`src/logic/ufc_defines.svh`:
```
`ifndef UFC_DEFINES_SVH
`define UFC_DEFINES_SVH

// Register byte offsets
`define UFC_OFS_STATUS 8'h00
`define UFC_OFS_CONTROL 8'h04

// Control field positions and reset value
`define UFC_FCR_ENABLE 0
`define UFC_FCR_RX_FLUSH 1
`define UFC_FCR_TX_FLUSH 2
`define UFC_FCR_RESET 8'h00

// Interrupt source codes, bits 3..0
`define UFC_CODE_LINE 4'h6
`define UFC_CODE_RX_DATA 4'h4
`define UFC_CODE_RX_TMO 4'hC
`define UFC_CODE_THR 4'h2
`define UFC_CODE_MODEM 4'h0
`define UFC_CODE_NONE 4'h1

// Receive trigger levels and FIFO depths in bytes
`define UFC_TRIG16_0 7'h01
`define UFC_TRIG16_1 7'h04
`define UFC_TRIG16_2 7'h08
`define UFC_TRIG16_3 7'h0E
`define UFC_TRIG64_0 7'h01
`define UFC_TRIG64_1 7'h10
`define UFC_TRIG64_2 7'h20
`define UFC_TRIG64_3 7'h38
`define UFC_DEPTH16 7'h10
`define UFC_DEPTH64 7'h40

// Bus responses
`define UFC_RESP_OKAY 2'h0
`define UFC_RESP_SLVERR 2'h2

`endif

```
`src/logic/ufc_pkg.sv`:
```
package ufc_pkg;

    // FIFO control register layout
    typedef struct packed {
        logic [1:0] rx_threshold_select;
        logic depth64;
        logic reserved;
        logic dma_block;
        logic tx_fifo_flush;
        logic rx_fifo_flush;
        logic enable;
    } ufc_fcr_t;

    // Event pulses from the rest of the UART
    typedef struct packed {
        logic line_status;
        logic rx_timeout;
        logic tx_holding_empty;
        logic modem_status;
    } ufc_evt_t;

    // Pending interrupt flags
    typedef struct packed {
        logic line_status;
        logic rx_data;
        logic rx_timeout;
        logic tx_holding;
        logic modem_status;
    } ufc_pend_t;

    // Register select from address decode
    typedef enum logic [1:0] {
        UFC_SEL_NONE = 2'b00,
        UFC_SEL_STATUS = 2'b01,
        UFC_SEL_CONTROL = 2'b10
    } ufc_sel_t;

endpackage

```
`src/logic/ufc_top.sv`:
```
// The register addresses and the AXI4-Lite register port were left to the implementer.
`timescale 1ns/10ps
`default_nettype none
`include "ufc_defines.svh"

module ufc_top #(
    parameter int ADDR_W = 8,
    parameter int CNT_W = 7,
    parameter logic [6:0] TX_TRIGGER = 7'h08
) (
    input wire logic aclk,
    input wire logic aresetn,
    input wire logic [ADDR_W-1:0] s_axi_awaddr,
    input wire logic s_axi_awvalid,
    output logic s_axi_awready,
    input wire logic [31:0] s_axi_wdata,
    input wire logic [3:0] s_axi_wstrb,
    input wire logic s_axi_wvalid,
    output logic s_axi_wready,
    output logic [1:0] s_axi_bresp,
    output logic s_axi_bvalid,
    input wire logic s_axi_bready,
    input wire logic [ADDR_W-1:0] s_axi_araddr,
    input wire logic s_axi_arvalid,
    output logic s_axi_arready,
    output logic [31:0] s_axi_rdata,
    output logic [1:0] s_axi_rresp,
    output logic s_axi_rvalid,
    input wire logic s_axi_rready,
    input wire logic [CNT_W-1:0] tx_fifo_count,
    input wire logic [CNT_W-1:0] rx_fifo_count,
    input wire logic tx_path_empty,
    input wire ufc_pkg::ufc_evt_t events,
    output ufc_pkg::ufc_fcr_t fifo_control_q,
    output logic [CNT_W-1:0] rx_trigger_level_q,
    output logic tx_dma_request_n_q,
    output logic rx_dma_request_n_q
);
    import ufc_pkg::*;

    // Elaboration checks
    if (ADDR_W < 8) begin : g_chk_addr
        $error("ADDR_W must be at least 8");
    end
    if (CNT_W != 7) begin : g_chk_cnt
        $error("CNT_W must be 7 to count 64 bytes");
    end
    if (TX_TRIGGER == 7'h00 || TX_TRIGGER > `UFC_DEPTH64) begin : g_chk_trig
        $error("TX_TRIGGER out of range");
    end

    ////////////////////////////////////////////////////////////////////////
    // Helper functions

    // Address decode, shared by both bus directions
    function automatic ufc_sel_t decode(input logic [ADDR_W-1:0] addr);
        if (addr == ADDR_W'(`UFC_OFS_STATUS)) begin
            return UFC_SEL_STATUS;
        end else if (addr == ADDR_W'(`UFC_OFS_CONTROL)) begin
            return UFC_SEL_CONTROL;
        end
        return UFC_SEL_NONE;
    endfunction

    // Priority encoder for pending interrupts
    function automatic logic [3:0] int_code(input ufc_pend_t p);
        if (p.line_status) begin
            return `UFC_CODE_LINE;
        end else if (p.rx_data) begin
            return `UFC_CODE_RX_DATA;
        end else if (p.rx_timeout) begin
            return `UFC_CODE_RX_TMO;
        end else if (p.tx_holding) begin
            return `UFC_CODE_THR;
        end else if (p.modem_status) begin
            return `UFC_CODE_MODEM;
        end
        return `UFC_CODE_NONE;
    endfunction

    ////////////////////////////////////////////////////////////////////////
    // Bus slave

    logic aw_hs, w_hs, ar_hs, do_wr;
    logic aw_got_q, w_got_q, aw_got_d, w_got_d;
    logic [ADDR_W-1:0] awaddr_q;
    logic [31:0] wdata_q;
    logic [3:0] wstrb_q;
    ufc_sel_t wr_sel, rd_sel;
    logic [3:0] code_w;
    logic [7:0] status_w;
    ufc_pend_t pend_q, pend_set, pend_clr;
    logic status_rd;
    logic [CNT_W-1:0] trig_w, depth_w;

    assign aw_hs = s_axi_awvalid & s_axi_awready;
    assign w_hs = s_axi_wvalid & s_axi_wready;
    assign ar_hs = s_axi_arvalid & s_axi_arready;
    assign do_wr = aw_got_q & w_got_q & ~s_axi_bvalid;
    assign aw_got_d = (aw_got_q | aw_hs) & ~do_wr;
    assign w_got_d = (w_got_q | w_hs) & ~do_wr;
    assign wr_sel = decode(awaddr_q);
    assign rd_sel = decode(s_axi_araddr);

    // Address and data are taken in either order
    always_ff @(posedge aclk) begin
        if (!aresetn) begin
            aw_got_q <= 1'b0;
            w_got_q <= 1'b0;
            s_axi_awready <= 1'b0;
            s_axi_wready <= 1'b0;
        end else begin
            aw_got_q <= aw_got_d;
            w_got_q <= w_got_d;
            s_axi_awready <= ~aw_got_d;
            s_axi_wready <= ~w_got_d;
        end
    end

    // Write payload capture
    always_ff @(posedge aclk) begin
        if (!aresetn) begin
            awaddr_q <= '0;
            wdata_q <= 32'h0000_0000;
            wstrb_q <= 4'h0;
        end else begin
            if (aw_hs) begin
                awaddr_q <= s_axi_awaddr;
            end
            if (w_hs) begin
                wdata_q <= s_axi_wdata;
                wstrb_q <= s_axi_wstrb;
            end
        end
    end

    // Write response
    always_ff @(posedge aclk) begin
        if (!aresetn) begin
            s_axi_bvalid <= 1'b0;
            s_axi_bresp <= `UFC_RESP_OKAY;
        end else if (do_wr) begin
            s_axi_bvalid <= 1'b1;
            s_axi_bresp <= (wr_sel == UFC_SEL_NONE) ? `UFC_RESP_SLVERR : `UFC_RESP_OKAY;
        end else if (s_axi_bready) begin
            s_axi_bvalid <= 1'b0;
        end
    end

    // Read channel, data captured when the address is taken
    always_ff @(posedge aclk) begin
        if (!aresetn) begin
            s_axi_arready <= 1'b0;
            s_axi_rvalid <= 1'b0;
            s_axi_rdata <= 32'h0000_0000;
            s_axi_rresp <= `UFC_RESP_OKAY;
        end else begin
            s_axi_arready <= ~(ar_hs | (s_axi_rvalid & ~s_axi_rready));
            if (ar_hs) begin
                s_axi_rvalid <= 1'b1;
                s_axi_rresp <= (rd_sel == UFC_SEL_NONE) ? `UFC_RESP_SLVERR : `UFC_RESP_OKAY;
                unique case (rd_sel)
                    UFC_SEL_STATUS: s_axi_rdata <= {24'h00_0000, status_w};
                    UFC_SEL_CONTROL: s_axi_rdata <= {24'h00_0000, fifo_control_q};
                    UFC_SEL_NONE: s_axi_rdata <= 32'h0000_0000;
                endcase
            end else if (s_axi_rready) begin
                s_axi_rvalid <= 1'b0;
            end
        end
    end

    ////////////////////////////////////////////////////////////////////////
    // FIFO control register

    // Writes without the enable bit only clear the enable
    always_ff @(posedge aclk) begin
        if (!aresetn) begin
            fifo_control_q <= `UFC_FCR_RESET;
        end else begin
            fifo_control_q.tx_fifo_flush <= 1'b0;
            fifo_control_q.rx_fifo_flush <= 1'b0;
            if (do_wr && wr_sel == UFC_SEL_CONTROL && wstrb_q[0]) begin
                fifo_control_q.enable <= wdata_q[`UFC_FCR_ENABLE];
                if (wdata_q[`UFC_FCR_ENABLE]) begin
                    fifo_control_q <= ufc_fcr_t'(wdata_q[7:0]);
                    fifo_control_q.reserved <= 1'b0;
                end
            end
        end
    end

    // Trigger level and depth lookup
    always_comb begin
        unique case ({fifo_control_q.depth64, fifo_control_q.rx_threshold_select})
            3'b000: trig_w = `UFC_TRIG16_0;
            3'b001: trig_w = `UFC_TRIG16_1;
            3'b010: trig_w = `UFC_TRIG16_2;
            3'b011: trig_w = `UFC_TRIG16_3;
            3'b100: trig_w = `UFC_TRIG64_0;
            3'b101: trig_w = `UFC_TRIG64_1;
            3'b110: trig_w = `UFC_TRIG64_2;
            3'b111: trig_w = `UFC_TRIG64_3;
        endcase
        if (!fifo_control_q.enable) begin
            trig_w = `UFC_TRIG16_0;
        end
        depth_w = fifo_control_q.depth64 ? `UFC_DEPTH64 : `UFC_DEPTH16;
    end

    // Registered trigger level for the receive path
    always_ff @(posedge aclk) begin
        if (!aresetn) begin
            rx_trigger_level_q <= `UFC_TRIG16_0;
        end else begin
            rx_trigger_level_q <= trig_w;
        end
    end

    ////////////////////////////////////////////////////////////////////////
    // DMA request pins

    logic blk_mode;
    assign blk_mode = fifo_control_q.enable & fifo_control_q.dma_block;

    // Transmit request
    always_ff @(posedge aclk) begin
        if (!aresetn) begin
            tx_dma_request_n_q <= 1'b0;
        end else if (!blk_mode) begin
            tx_dma_request_n_q <= ~tx_path_empty;
        end else if (tx_fifo_count >= depth_w) begin
            tx_dma_request_n_q <= 1'b1;
        end else if (tx_fifo_count <= TX_TRIGGER) begin
            tx_dma_request_n_q <= 1'b0;
        end
    end

    // Receive request
    always_ff @(posedge aclk) begin
        if (!aresetn) begin
            rx_dma_request_n_q <= 1'b1;
        end else if (!blk_mode) begin
            rx_dma_request_n_q <= (rx_fifo_count == '0);
        end else if (rx_fifo_count >= trig_w || events.rx_timeout) begin
            rx_dma_request_n_q <= 1'b0;
        end else if (rx_fifo_count == '0) begin
            rx_dma_request_n_q <= 1'b1;
        end
    end

    ////////////////////////////////////////////////////////////////////////
    // Interrupt status

    assign code_w = int_code(pend_q);
    assign status_rd = ar_hs & (rd_sel == UFC_SEL_STATUS);
    assign status_w = {{2{fifo_control_q.enable}},
                       fifo_control_q.enable & fifo_control_q.depth64,
                       1'b0,
                       code_w};

    // Set and clear terms; a new event beats a read clear
    always_comb begin
        pend_set.line_status = events.line_status;
        pend_set.rx_data = (rx_fifo_count == trig_w);
        pend_set.rx_timeout = events.rx_timeout;
        pend_set.tx_holding = events.tx_holding_empty;
        pend_set.modem_status = events.modem_status;
        pend_clr.line_status = status_rd && code_w == `UFC_CODE_LINE;
        pend_clr.rx_data = (status_rd && code_w == `UFC_CODE_RX_DATA) || rx_fifo_count < trig_w;
        pend_clr.rx_timeout = status_rd && code_w == `UFC_CODE_RX_TMO;
        pend_clr.tx_holding = status_rd && code_w == `UFC_CODE_THR;
        pend_clr.modem_status = status_rd && code_w == `UFC_CODE_MODEM;
    end

    // Pending flags
    always_ff @(posedge aclk) begin
        if (!aresetn) begin
            pend_q <= '0;
        end else begin
            pend_q <= (pend_q & ~pend_clr) | pend_set;
        end
    end
endmodule

`default_nettype wire

```
`config.mk`:
```
export PLATFORM = sky130hd
export DESIGN_NAME = ufc_top
export DESIGN_NICKNAME = d
export VERILOG_FILES = /design/src/logic/ufc_pkg.sv /design/src/logic/ufc_top.sv
export VERILOG_INCLUDE_DIRS = /design/src /design/src/logic
export SDC_FILE = /design/constraint.sdc
export NUM_CORES = 1
export LEC_CHECK = 0
export BUFFER_PORTS_ARGS = -buffer_cell sky130_fd_sc_hd__buf_2
export CORE_UTILIZATION = 50
export CTS_BUF_LIST = sky130_fd_sc_hd__clkbuf_4 sky130_fd_sc_hd__clkbuf_8
export CTS_CLUSTER_DIAMETER = 30
export DETAILED_ROUTE_END_ITERATION = 10
export PLACE_DENSITY = 0.85
export SYNTH_ARGS = -nofsm -noshare
export SYNTH_HDL_FRONTEND = slang
export SYNTH_SLANG_ARGS = --single-unit
```
`constraint.sdc`:
```
create_clock -name aclk -period 5.5 [get_ports aclk]
set_input_delay 1.1 -clock aclk [delete_from_list [all_inputs] [get_ports aclk]]
set_output_delay 1.1 -clock aclk [all_outputs]
set_load 0.02 [all_outputs]
```
* Word level (Yosys, flattened, before mapping) *
Memories as Yosys holds them, arrays and structs flattened. A register that Yosys moved wholly into a read port is not among the register bits.
Index checks and enable logic that the tools add are counted.

storage, ports and cells
  output and inout bits = 58
  memories kept = 1
  bits of input ports = 78
  memory bits (read-only) = 48
  word-level logic and storage cells = 126
  register bits after elaboration = 81

cells by class
  multiplexer cells = 39
  bitwise gates (word level) = 24
  reduce and logical (&&, ||, !) cells = 19
  equality and inequality tests = 12
  order comparisons = 4

memory list
  name              words  width  rd ports  clocked after memory_dff  wr ports  RTL line        text
  (name not given)  8      6      1         1                         0         ufc_top.sv:195  unique case ({fifo_control_q.depth64, fifo_control_q.rx_threshold_select})

operators with widths
  kind                                                  count
  one-hot mux 32 bit (3 select lines)                   1
  two-way mux 4 bit                                     6
  two-way mux 1 bit                                     20
  == test 8 x 3 -> 1 bit (second input constant)        2
  zero test 8 bit                                       2
  two-way mux 2 bit                                     8
  greater-or-equal comparator 7 bit                     2
  two-way mux 7 bit                                     2
  bitwise AND 1 bit                                     11
  == test 4 x 3 -> 1 bit (second input constant)        2
  == test 7 bit                                         1
  <= comparator 7 x 4 -> 1 bit (second input constant)  1
  logical AND 1 bit                                     7
  zero test 7 bit                                       1
  less-than comparator 7 bit                            1
  inverter 1 bit                                        7
  two-way mux 3 bit                                     2
  != test 3 x 1 -> 1 bit (second input constant)        2
  bitwise AND 5 bit                                     1
  inverter 5 bit                                        1
  OR 5 bit                                              1
  == test 2 bit (second input constant)                 2
  == test 4 x 2 -> 1 bit (second input constant)        1
  == test 4 bit (second input constant)                 1
  other kinds (8)                                       13

* Depth between registers and ports, before layout *
Gate-level depths: netlist of run 1.

  depth in word-level cells = 12
  depth in mapped cells = 7
  gate-level depth less buffers = 6

* Worst setup path after synthesis of run 1 *
No wires, ideal clock.

  path kind = input port to flip-flop
  from = input s_axi_araddr[5]
  to = register s_axi_rdata[1]
  cell stages on the path = 5
  data required time = 5.430 ns
  library setup time = 0.070 ns
  buffers on the path = 1
  slack = 3.276 ns
  arrival = 2.154 ns
  path through = nor4_1 -> and3b_1 -> clkbuf_1 -> o311ai_0 -> a21oi_1

on the way
  longest elaborated chain between the ends = 6
  elaborated cells on any way between the ends = 10
  those cells by class = eq/ne (3); mux (5); reduce/logical (2)

RTL lines
  item                                     RTL line        text
  start: declaration                       ufc_top.sv:23   input wire logic [ADDR_W-1:0] s_axi_araddr,
  == test 8 x 3 -> 1 bit                   ufc_top.sv:59   end else if (addr == ADDR_W'(`UFC_OFS_CONTROL)) begin
  two-way mux 1 bit                        ufc_top.sv:59
  two-way mux 1 bit                        ufc_top.sv:57   if (addr == ADDR_W'(`UFC_OFS_STATUS)) begin
  two-way mux 2 bit (*)                    ufc_top.sv:62   return UFC_SEL_NONE;
  == test 2 bit (tied with other cells)    ufc_top.sv:162  unique case (rd_sel)
  one-hot mux 32 bit (3 select lines) (*)  ufc_top.sv:162
  end signal: assignment                   ufc_top.sv:163  UFC_SEL_STATUS: s_axi_rdata <= {24'h00_0000, status_w};
  end signal: assignment                   ufc_top.sv:164  UFC_SEL_CONTROL: s_axi_rdata <= {24'h00_0000, fifo_control_q};
  end: declaration                         ufc_top.sv:26   output logic [31:0] s_axi_rdata,

Mark *: on every way between the ends. The rest lies on a longest branch, timed or not. The select of a mux whose other input is x is not followed.
A chain may end at the register's enable or synchronous reset.

* Final worst setup path of run 1 *
  from = register fifo_control_q[0] (netlist name)
  to = output fifo_control_q[0] (netlist name)

RTL lines
  item                      RTL line        text
  start: declaration        ufc_top.sv:34   output ufc_pkg::ufc_fcr_t fifo_control_q,
  start signal: assignment  ufc_top.sv:179  fifo_control_q <= `UFC_FCR_RESET;
  start signal: assignment  ufc_top.sv:186  fifo_control_q <= ufc_fcr_t'(wdata_q[7:0]);

No word-level cell between the ends.

==> summary.md, run 1 <==
The run finished with clean final reports. For the number of nets in the finished design, the log shows 472. The startpoint-to-endpoint class of the critical path was reg -> out.

CTS built an H-tree with a depth of 3. In this run the worst setup path terminates at fifo_control_q[0]. The synthesized netlist contains 45 unique library cells. The beginning of the worst register-to-register path was fifo_control_q[0]$_SDFFE_PN0P_. Synthesis handed over a netlist of 311 instances. Once the clock tree was built, the resizer swapped 0 gates to a different size. The logs give 0 for the number of hold violations in the final report and 233.8 uW for the power spent charging and discharging nets.

Via density per instance: 5.114. For this design the top-level I/O count stands at 136. The worst slew slack as a fraction of its limit is 0.6181, and the data arrival time at the worst-slack endpoint is 1.22 ns.

In this run the mean area of a mapped cell was 8.424 um^2. The share of synthesized flip-flops with an asynchronous set or reset is 0. The tools report the critical hold path startpoint as awaddr_q[7]$_SDFFE_PN0P_.

The critical path's largest stage delay is 0.63 ns, and the count of buffering cells on the critical path with inverters included is 1. Setup violations remaining at the end of the flow were counted as 0. The number of buffers added for setup after CTS was 0; the number of enable-type register cells in the synthesized netlist was 0. The number of antenna diodes in the final layout is 0.

In the final routing, the length of wire on met1 measures 2570 um. The power density over the cells works out to 302.3 mW/mm^2. Across the VDD grid, the largest voltage drop is 0.1519 mV. The floorplan step defined a die boundary enclosing 0.005534 mm^2. Maximum net fanout on the critical path: 14. The x dimension of the die works out to 74.39 um. TritonCTS built the clock tree. In this run the critical register-to-register path is captured at rx_dma_request_n_q$_SDFFE_PN1P_.

The number of antenna violations at the first check in global routing is 0. Power share of the clock group: 0.429. Detailed routing placed a total of 2758 um of wire on met2. The highest metal layer used by the detailed router was met4.

Setup repair after global routing left no endpoint under its margin. After detailed routing, the average wire length per cell comes to 12.47 um. Routability-driven placement finished with a final weighted congestion of 0.8272. Input and output buffers added on the ports amount to 78. The classification of the worst-slack hold path was reg -> reg. For this run, design rule violations remaining after detail routing come to 0. The switching power share of the total is 0.2463, and the total global routing track utilization is 0.2220. The clock passes through at most 2 buffers. Derived from the worst setup path, the maximum achievable clock frequency is 430.2 MHz. The Yosys step of the flow raised 0 warnings. The routed design uses 324 um of met3 wire.

Clock latency on the worst-skew pair, taken at its later pin, is 0.34 ns. The setup TNS after final layout was 0 ns; the fraction of layout instances using a drive strength above 1 was 0.2583. The tree built by TritonCTS fans out to 58 sinks. The worst setup path is launched from a flip-flop. The run gives 0.101 as the portion of total power attributed to combinational logic. The run gives 4.40 ns as the required time at the endpoint of the critical path.

For the number of DRC markers after the initial detailed-route iteration, the log shows 134. The tools report the cell at the root of the clock tree as clkbuf_8. The dominant synthesized flop cell is dfxtp_1. After clock tree synthesis, the clock-pin slew on the worst setup and hold paths is 0.06 ns.

The number of iterations in the first detailed-routing pass came out at 4. The synthesis-to-layout area growth works out to 19.87%. By area the synthesized netlist is led by dfxtp_1 44%, buf_4 8.3%, a21oi_1 7.1%. The register bit total from synthesis works out to 58. The tool flagged a number of max-cap violations equal to 0. The part of the Yosys area used for sequential elements was 0.4432; the number of routed nets with antenna violations was 0. Kind of cell adding the most delay to the critical path: flip-flops.

The sequential cell fraction of total power is 0.470, and the via count of the first global-routing pass is 2107. Across the routed clock network, the largest skew measured is 0.009399 ns. Cell taking the most area after synthesis: dfxtp_1. The largest net degree at the start of global routing was 45; the number of cells on the worst reg-to-reg path was 6. Once detailed placement completed, the half-perimeter wirelength came to 4046 um. In this run, post-CTS hold repair placed 0 buffers. The leakage power is 1.366 nW, and the number of gates on the worst path with buffers counted is 1.

In this run the core area contains 25 standard-cell rows. The worst setup path is captured at a primary output. Fraction of post-synthesis cell area in the top cell type by area: 0.4432.

Traced cell by cell, the critical path runs through buf_2. For the pin with the worst max-slew slack, the measured transition is 0.5676 ns. The library cell contributing the largest single delay on the critical path is dfxtp_1.

The logs give 0.5369 for the initial core utilization and 2342 for the total via count in the routed design. The logs give 715.7 uW for the cell internal power dissipation and 458 for the filler-free cell count of the finished design. The core region is 0.004880 mm^2.

For the wire length after detailed routing, the log shows 5713 um. Register-to-register path setup slack: 3.52 ns. The run gives 0 as the number of max-slew violations in the final report.

In this run, placement finished with an instance count of 442. Most common library cell in the layout ignoring fill and taps: buf_2. Summing every instance area after synthesis gives 0.002620 mm^2. The startpoint of the most critical setup path is fifo_control_q[0]$_SDFFE_PN0P_. The wire length of the first global-routing pass was 9225 um.

In this run the vertical extent of the chip is 74.39 um. In this run, CTS created clock tree buffers numbering 9. The total overflow left after global routing is 0. In the layout the commonest cells are 78 x buf_2, 58 x dfxtp_1, 41 x nand2_1, 37 x a21oi_1, 29 x conb_1. The post-route minimum period is 2.324 ns. Portion of the clock cycle consumed by the worst path in the final layout: 0.4226.
-- how the worst min path moves through the flow --
stage	end	slack [ns]	cells after the start
2_1_floorplan	rx_trigger_level_q[1]$_SDFF_PN0_	0.43	2
3_3_place_gp	awaddr_q[7]$_SDFFE_PN0P_	0.44	2
3_5_place_dp	awaddr_q[7]$_SDFFE_PN0P_	0.44	2
4_1_cts	awaddr_q[7]$_SDFFE_PN0P_	0.45	2
5_1_grt	s_axi_rdata[5]$_SDFFE_PN0P_	0.47	2
6_report	awaddr_q[7]$_SDFFE_PN0P_	0.45	2
-- metal layers --
metal  GRT usage  vias to the layer above
met4      0.1216                        0
li1            -                     1193
met3     0.05556                        8
met2      0.3684                       81
met5           0                        -
met1      0.2628                     1060
-- area by class of cell --
| cell class | count | area, um^2 |
|---|---|---|
| clock buffers | 14 | 173.9 |
| clock inverters | 2 | 35.03 |
| fillers | 416 | 1739 |
| inverters | 8 | 30.03 |
| multi-input cells | 229 | 1251 |
| flip-flops and latches | 58 | 1161 |
| well taps | 67 | 83.83 |
| repair buffers | 80 | 405.4 |
-- worst min-delay path, stage by stage (launching register included) --
cell and delay, ns:
dfxtp_1 0.30, nand2_1 0.05, a21oi_1 0.05
-- kinds of logic after synthesis --
| logic type | count (synthesis) | share of synthesized area |
|---|---|---|
| other | 1 | 0.001431 |
| and+or+nand+nor | 122 | 0.2340 |
| DFF | 58 | 0.4432 |
| adders and majority gates | 8 | 0.03821 |
| AOI/OAI and AO/OA | 70 | 0.1638 |
| buffers and inverters | 52 | 0.1194 |
-- metrics by stage --
| step | util | total power, mW | setup WS (ns) | area, um^2 | hold WS [ns] |
|---|---|---|---|---|---|
| after floorplan | - | 0.5311 | 3.276 | 2725 | 0.4298 |
| after global placement | 0.6008 | 0.5458 | 3.075 | 2932 | 0.4394 |
| after global routing | 0.6436 | 0.9898 | 3.112 | 3141 | 0.4733 |
| final | 0.6436 | 0.9495 | 3.176 | 3141 | 0.4499 |
| after CTS | 0.6436 | 0.9568 | 3.169 | 3141 | 0.4507 |
| after detailed placement | 0.6008 | 0.5492 | 3.056 | 2932 | 0.4420 |
-- power by group through the flow --
| stage | combinational, mW | sequential (mW) | clock, mW |
|---|---|---|---|
| after floorplan | 0.0759 | 0.455 | 0 |
| after global placement | 0.0916 | 0.454 | 0 |
| after detailed placement | 0.0943 | 0.455 | 0 |
| after CTS | 0.0950 | 0.446 | 0.416 |
| after global routing | 0.107 | 0.448 | 0.435 |
| final | 0.0956 | 0.446 | 0.408 |
-- Yosys cell counts (2+ instances only) --
library cell / n
nand3b_1: 3
buf_4: 29
a22oi_1: 2
nand2_1: 41
nor2_1: 13
inv_1: 7
and2_1: 3
o21ai_0: 10
or3_1: 2
nor4_1: 6
nand4b_1: 3
nand3_1: 26
o32ai_1: 2
a31oi_1: 5
nand4_1: 2
nor3_1: 6
nor2b_1: 2
nand2b_1: 7
clkbuf_1: 13
dfxtp_1: 58
ha_1: 8
a21oi_1: 37
or4_4: 2
and3_1: 3
Note: power is estimated with default switching activity, not from simulation.
==> run 2, diff against run 1 <==
--- a/config.mk
+++ b/config.mk
@@ -6,12 +6,13 @@
 export SDC_FILE = /design/constraint.sdc
 export NUM_CORES = 1
 export LEC_CHECK = 0
+export ABC_AREA = 1
 export BUFFER_PORTS_ARGS = -buffer_cell sky130_fd_sc_hd__buf_2
-export CORE_UTILIZATION = 50
+export CORE_UTILIZATION = 42
 export CTS_BUF_LIST = sky130_fd_sc_hd__clkbuf_4 sky130_fd_sc_hd__clkbuf_8
 export CTS_CLUSTER_DIAMETER = 30
 export DETAILED_ROUTE_END_ITERATION = 10
-export PLACE_DENSITY = 0.85
+export PLACE_DENSITY = 0.76
 export SYNTH_ARGS = -nofsm -noshare
 export SYNTH_HDL_FRONTEND = slang
 export SYNTH_SLANG_ARGS = --single-unit
==> constraint.sdc (replaced) <==
create_clock -name aclk -period 2 [get_ports aclk]
set_input_delay 0.4 -clock aclk [delete_from_list [all_inputs] [get_ports aclk]]
set_output_delay 0.4 -clock aclk [all_outputs]
set_load 0.02 [all_outputs]
==> run 2 against run 1 <==
Synthesized cell count increased by 13%. Clock skew up 0.00073 ns. Critical path depth up 9. Power rose to 2.9 times the previous value. Sequential share of layout area shrank 1.3 points. Critical path type is now reg -> reg. Critical endpoint is now rx_dma_request_n_q$_SDFFE_PN1P_. Largest cell class unchanged.
==> summary.md, run 2 <==
The overall die height is 81.51 um (+9.6%), and the global routing met2 resource utilization is 0.2975 (-0.07087). The share of cell area taken by muxes after synthesis works out to 0 (unchanged). The adder and majority cell fraction of the synthesized area came out at 0.03770 (-0.0005041). The clock edge transition at the registers on the reported setup and hold paths is 0.07 ns (about the same). The wire length of the first global-routing pass was 9225 um (unchanged); the xor and xnor area share after synthesis was 0 (unchanged). The H-tree depth reported by CTS came out at 3 (unchanged). Sorting the synthesized cells by area gives the leading types as dfxtp_1 44%, buf_4 8.2%, nand2_1 8.2%.

The met3 capacity usage during global routing is 0.04667 (-0.008889), and the critical path's largest stage delay is 0.37 ns (-0.26 ns). The cell at the root of the clock tree is clkbuf_8. The run finished with clean final reports. The synthesized instance count was 351 (+13%). Maximum net fanout on the critical path: 10 (-4).

The number of buffers added for setup after CTS was 0 (unchanged). TritonCTS built the clock tree. The part of the Yosys area used for sequential elements was 0.4373 (-0.005848); the share of synthesized flip-flops with an asynchronous set or reset was 0 (unchanged). The run gives 0.006644 mm^2 (+20%) as the area of the die.

The data arrival time at the worst-slack endpoint was 1.88 ns (+0.66 ns); the count of instances resized after the clock tree is built was 0 (unchanged). The via density per instance came out at 4.584 (-10%). The x dimension of the die was 81.51 um (+9.6%). Relative to the synthesized area, the layout overhead comes to 22.62%.

The routability-driven placement congestion ratio is 0.8068 (-2.5%). The number of standard-cell rows in the floorplan came out at 28 (+12%). The worst hold path belongs to the class in -> reg. The mean area per synthesized cell is 7.564 um^2 (-10%). The residual DRC count is 0 (unchanged), and the number of diodes added for antenna fixing is 0 (unchanged). For the number of nets in the finished design, the log shows 520 (+10%). The tools report the required time at the endpoint of the critical path as 2.27 ns (-2.13 ns). Setup repair after global routing left no endpoint under its margin. The half-perimeter wire length after detailed placement was 4147 um (+2.5%). The startpoint-to-endpoint class of the critical path is reg -> reg.

The register bit total from synthesis was 58 (unchanged); the boundary pin count was 136 (unchanged). The number of placed instances, taps included is 498 (+13%), and the synthesized-area fraction occupied by ao, oa, aoi and oai cells is 0.09896 (-0.06484). The area share of and/or/nand/nor cells after synthesis is 0.2743 (+0.04027).

The run gives 29 (-36%) as the count of unique library cells instantiated by Yosys. The number of DRC markers after the initial detailed-route iteration is 131 (-2.2%). The number of antenna violations at the first check in global routing came out at 0 (unchanged). The most used routing layer is met2. The wire length after detailed routing is 5456 um (-4.5%).

The critical path goes through buf_4, nand2_1, ha_1, a21oi_1, o21ai_0, nand2_1, nand2_1, o21bai_1, nand2_1, nand2_1. The worst setup path is captured at a flip-flop. By area, the combinational part of the netlist is dominated by simple AND/OR/NAND/NOR gates.

For this run, the leading register cell type out of synthesis is dfxtp_1. The power density over the cells came out at 854.8 mW/mm^2 (+180%). Number of port buffers: 78 (unchanged).

The fraction of post-synthesis cell area in the top cell type by area is 0.4373 (-0.005848). The post-route minimum period came out at 1.604 ns. The filler-free cell count of the finished design was 514 (+12%). Counting stages on the worst path, the most repeated cell is nand2_1. For the setup TNS after final layout, the log shows 0 ns (unchanged). The sink count of the clock tree came out at 58 (unchanged). For this run, the top clock speed supported by timing is 623.3 MHz. Number of routed nets with antenna violations: 0 (unchanged).

The top cell types in the final layout, fill and taps aside, are 78 x buf_2, 58 x nand2_1, 58 x dfxtp_1, 54 x nor2_1, 35 x inv_1. For the number of max-slew violations in the final report, the log shows 0 (unchanged). After synthesis, the most frequently instantiated cells are 58 x dfxtp_1, 58 x nand2_1, 54 x nor2_1, 35 x inv_1, 29 x buf_4. The met1 track demand over resource in global routing was 0.2260 (-0.03689); the maximum clock path buffer count was 2 (unchanged). The tools report the synthesized cell area as 0.002655 mm^2 (+1.3%). Portion of the clock cycle consumed by the worst path in the final layout: 0.8022. The synthesis warning total was 0 (unchanged).

Fraction of layout instances using a drive strength above 1: 0.2642 (+0.005925). Total via count in the routed design: 2356 (+0.60%). The logs give 0.7718 mV (+410%) for the highest ir drop seen on vdd and 2137 (+1.4%) for the via count of the first global-routing pass. The insertion delay of the later-clocked pin in the worst-skew pair came out at 0.33 ns (about the same). The run gives 1.639 nW (+20%) as the leakage power. The tools report the initial core utilization as 0.4406 (-0.09631).

For the remaining global-route overflow, the log shows 0 (unchanged). The number of setup violations in the final report is 0 (unchanged). Average routed wire per standard cell: 10.61 um (-15%). The total global routing track utilization came out at 0.1853 (-0.03668). The number of iterations in the first detailed-routing pass was 4 (unchanged); the worst clock skew was 0.01012 ns (+0.0007258 ns).

Cell taking the most area after synthesis: dfxtp_1. The placeable core area is 0.006026 mm^2 (+23%), and the number of CTS-inserted buffers is 9 (unchanged). The number of hold violations in the final report was 0 (unchanged); the largest net degree at the start of global routing was 32 (-29%).

The number of enable-type register cells in the synthesized netlist is 0 (unchanged). The run gives 0 (unchanged) as the max-cap check violation count. The library cell contributing the largest single delay on the critical path was dfxtp_1.

The cts-stage hold buffer count is 0 (unchanged). STA classifies the critical path startpoint as a flip-flop. Leaving out fill and tap cells, the most frequent cell in the layout is buf_2.
run 2: logic make-up after synthesis:
family | count (synthesis)
and+or+nand+nor | 157
DFF | 58
AOI/OAI and AO/OA | 50
buffers and inverters | 77
adders and majority gates | 8
other | 1
run 2: where the power goes:
part           internal, mW  total (mW)  leakage, nW  switching, mW
registers              1.20        1.23        0.474         0.0247
logic                 0.103       0.305         1.05          0.203
clock network         0.801        1.25        0.119          0.450
run 2: worst max-delay path, delay by kind of cell (launching register included):
family | cells | cell delay (ns)
flops | 1 | 0.37
compound gates | 3 | 0.36
simple gates | 5 | 0.34
fa+ha+maj | 1 | 0.30
buf+inv | 1 | 0.18
run 2: final timing paths:
| check | from | endpoint | slack [ns] | cells after the start |
|---|---|---|---|---|
| setup / recovery | fifo_control_q[0]$_SDFFE_PN0P_ | rx_dma_request_n_q$_SDFFE_PN1P_ | 0.40 | 10 |
| hold / removal | events[0] | pend_q[0]$_SDFF_PN0_ | 0.28 | 3 |
| setup reg to reg | fifo_control_q[0]$_SDFFE_PN0P_ | rx_dma_request_n_q$_SDFFE_PN1P_ | 0.40 | 10 |
| hold reg to reg | wdata_q[1]$_SDFFE_PN0P_ | fifo_control_q[1]$_SDFF_PN0_ | 0.44 | 2 |
run 2: per-layer routing:
metal / vias up / wire [um] / share of wire
met5: - / 0 / 0
met4: 0 / 42 / 0.0077
met3: 7 / 449 / 0.082
met2: 102 / 2527 / 0.46
met1: 1021 / 2437 / 0.45
li1: 1226 / - / -
run 2: layout make-up:
class	count	area, um^2
well taps	75	93.84
inverters	40	150.1
clock inverters	4	72.57
multi-input cells	244	1200
flip-flops and latches	58	1161
fillers	592	2770
clock buffers	12	165.2
repair buffers	81	412.9
run 2: metrics by stage:
step	cell area, um^2	total power [mW]	hold slack (ns)	util	setup WS, ns
2_1_floorplan	2760	1.504	0.4018	-	0.1538
3_3_place_gp	3018	1.550	0.4279	0.5008	0.4169
3_5_place_dp	3018	1.557	0.4313	0.5008	0.4102
4_1_cts	3256	2.816	0.2617	0.5403	0.3955
5_1_grt	3256	2.916	0.2876	0.5403	0.2403
6_report	3256	2.783	0.2797	0.5403	0.3956
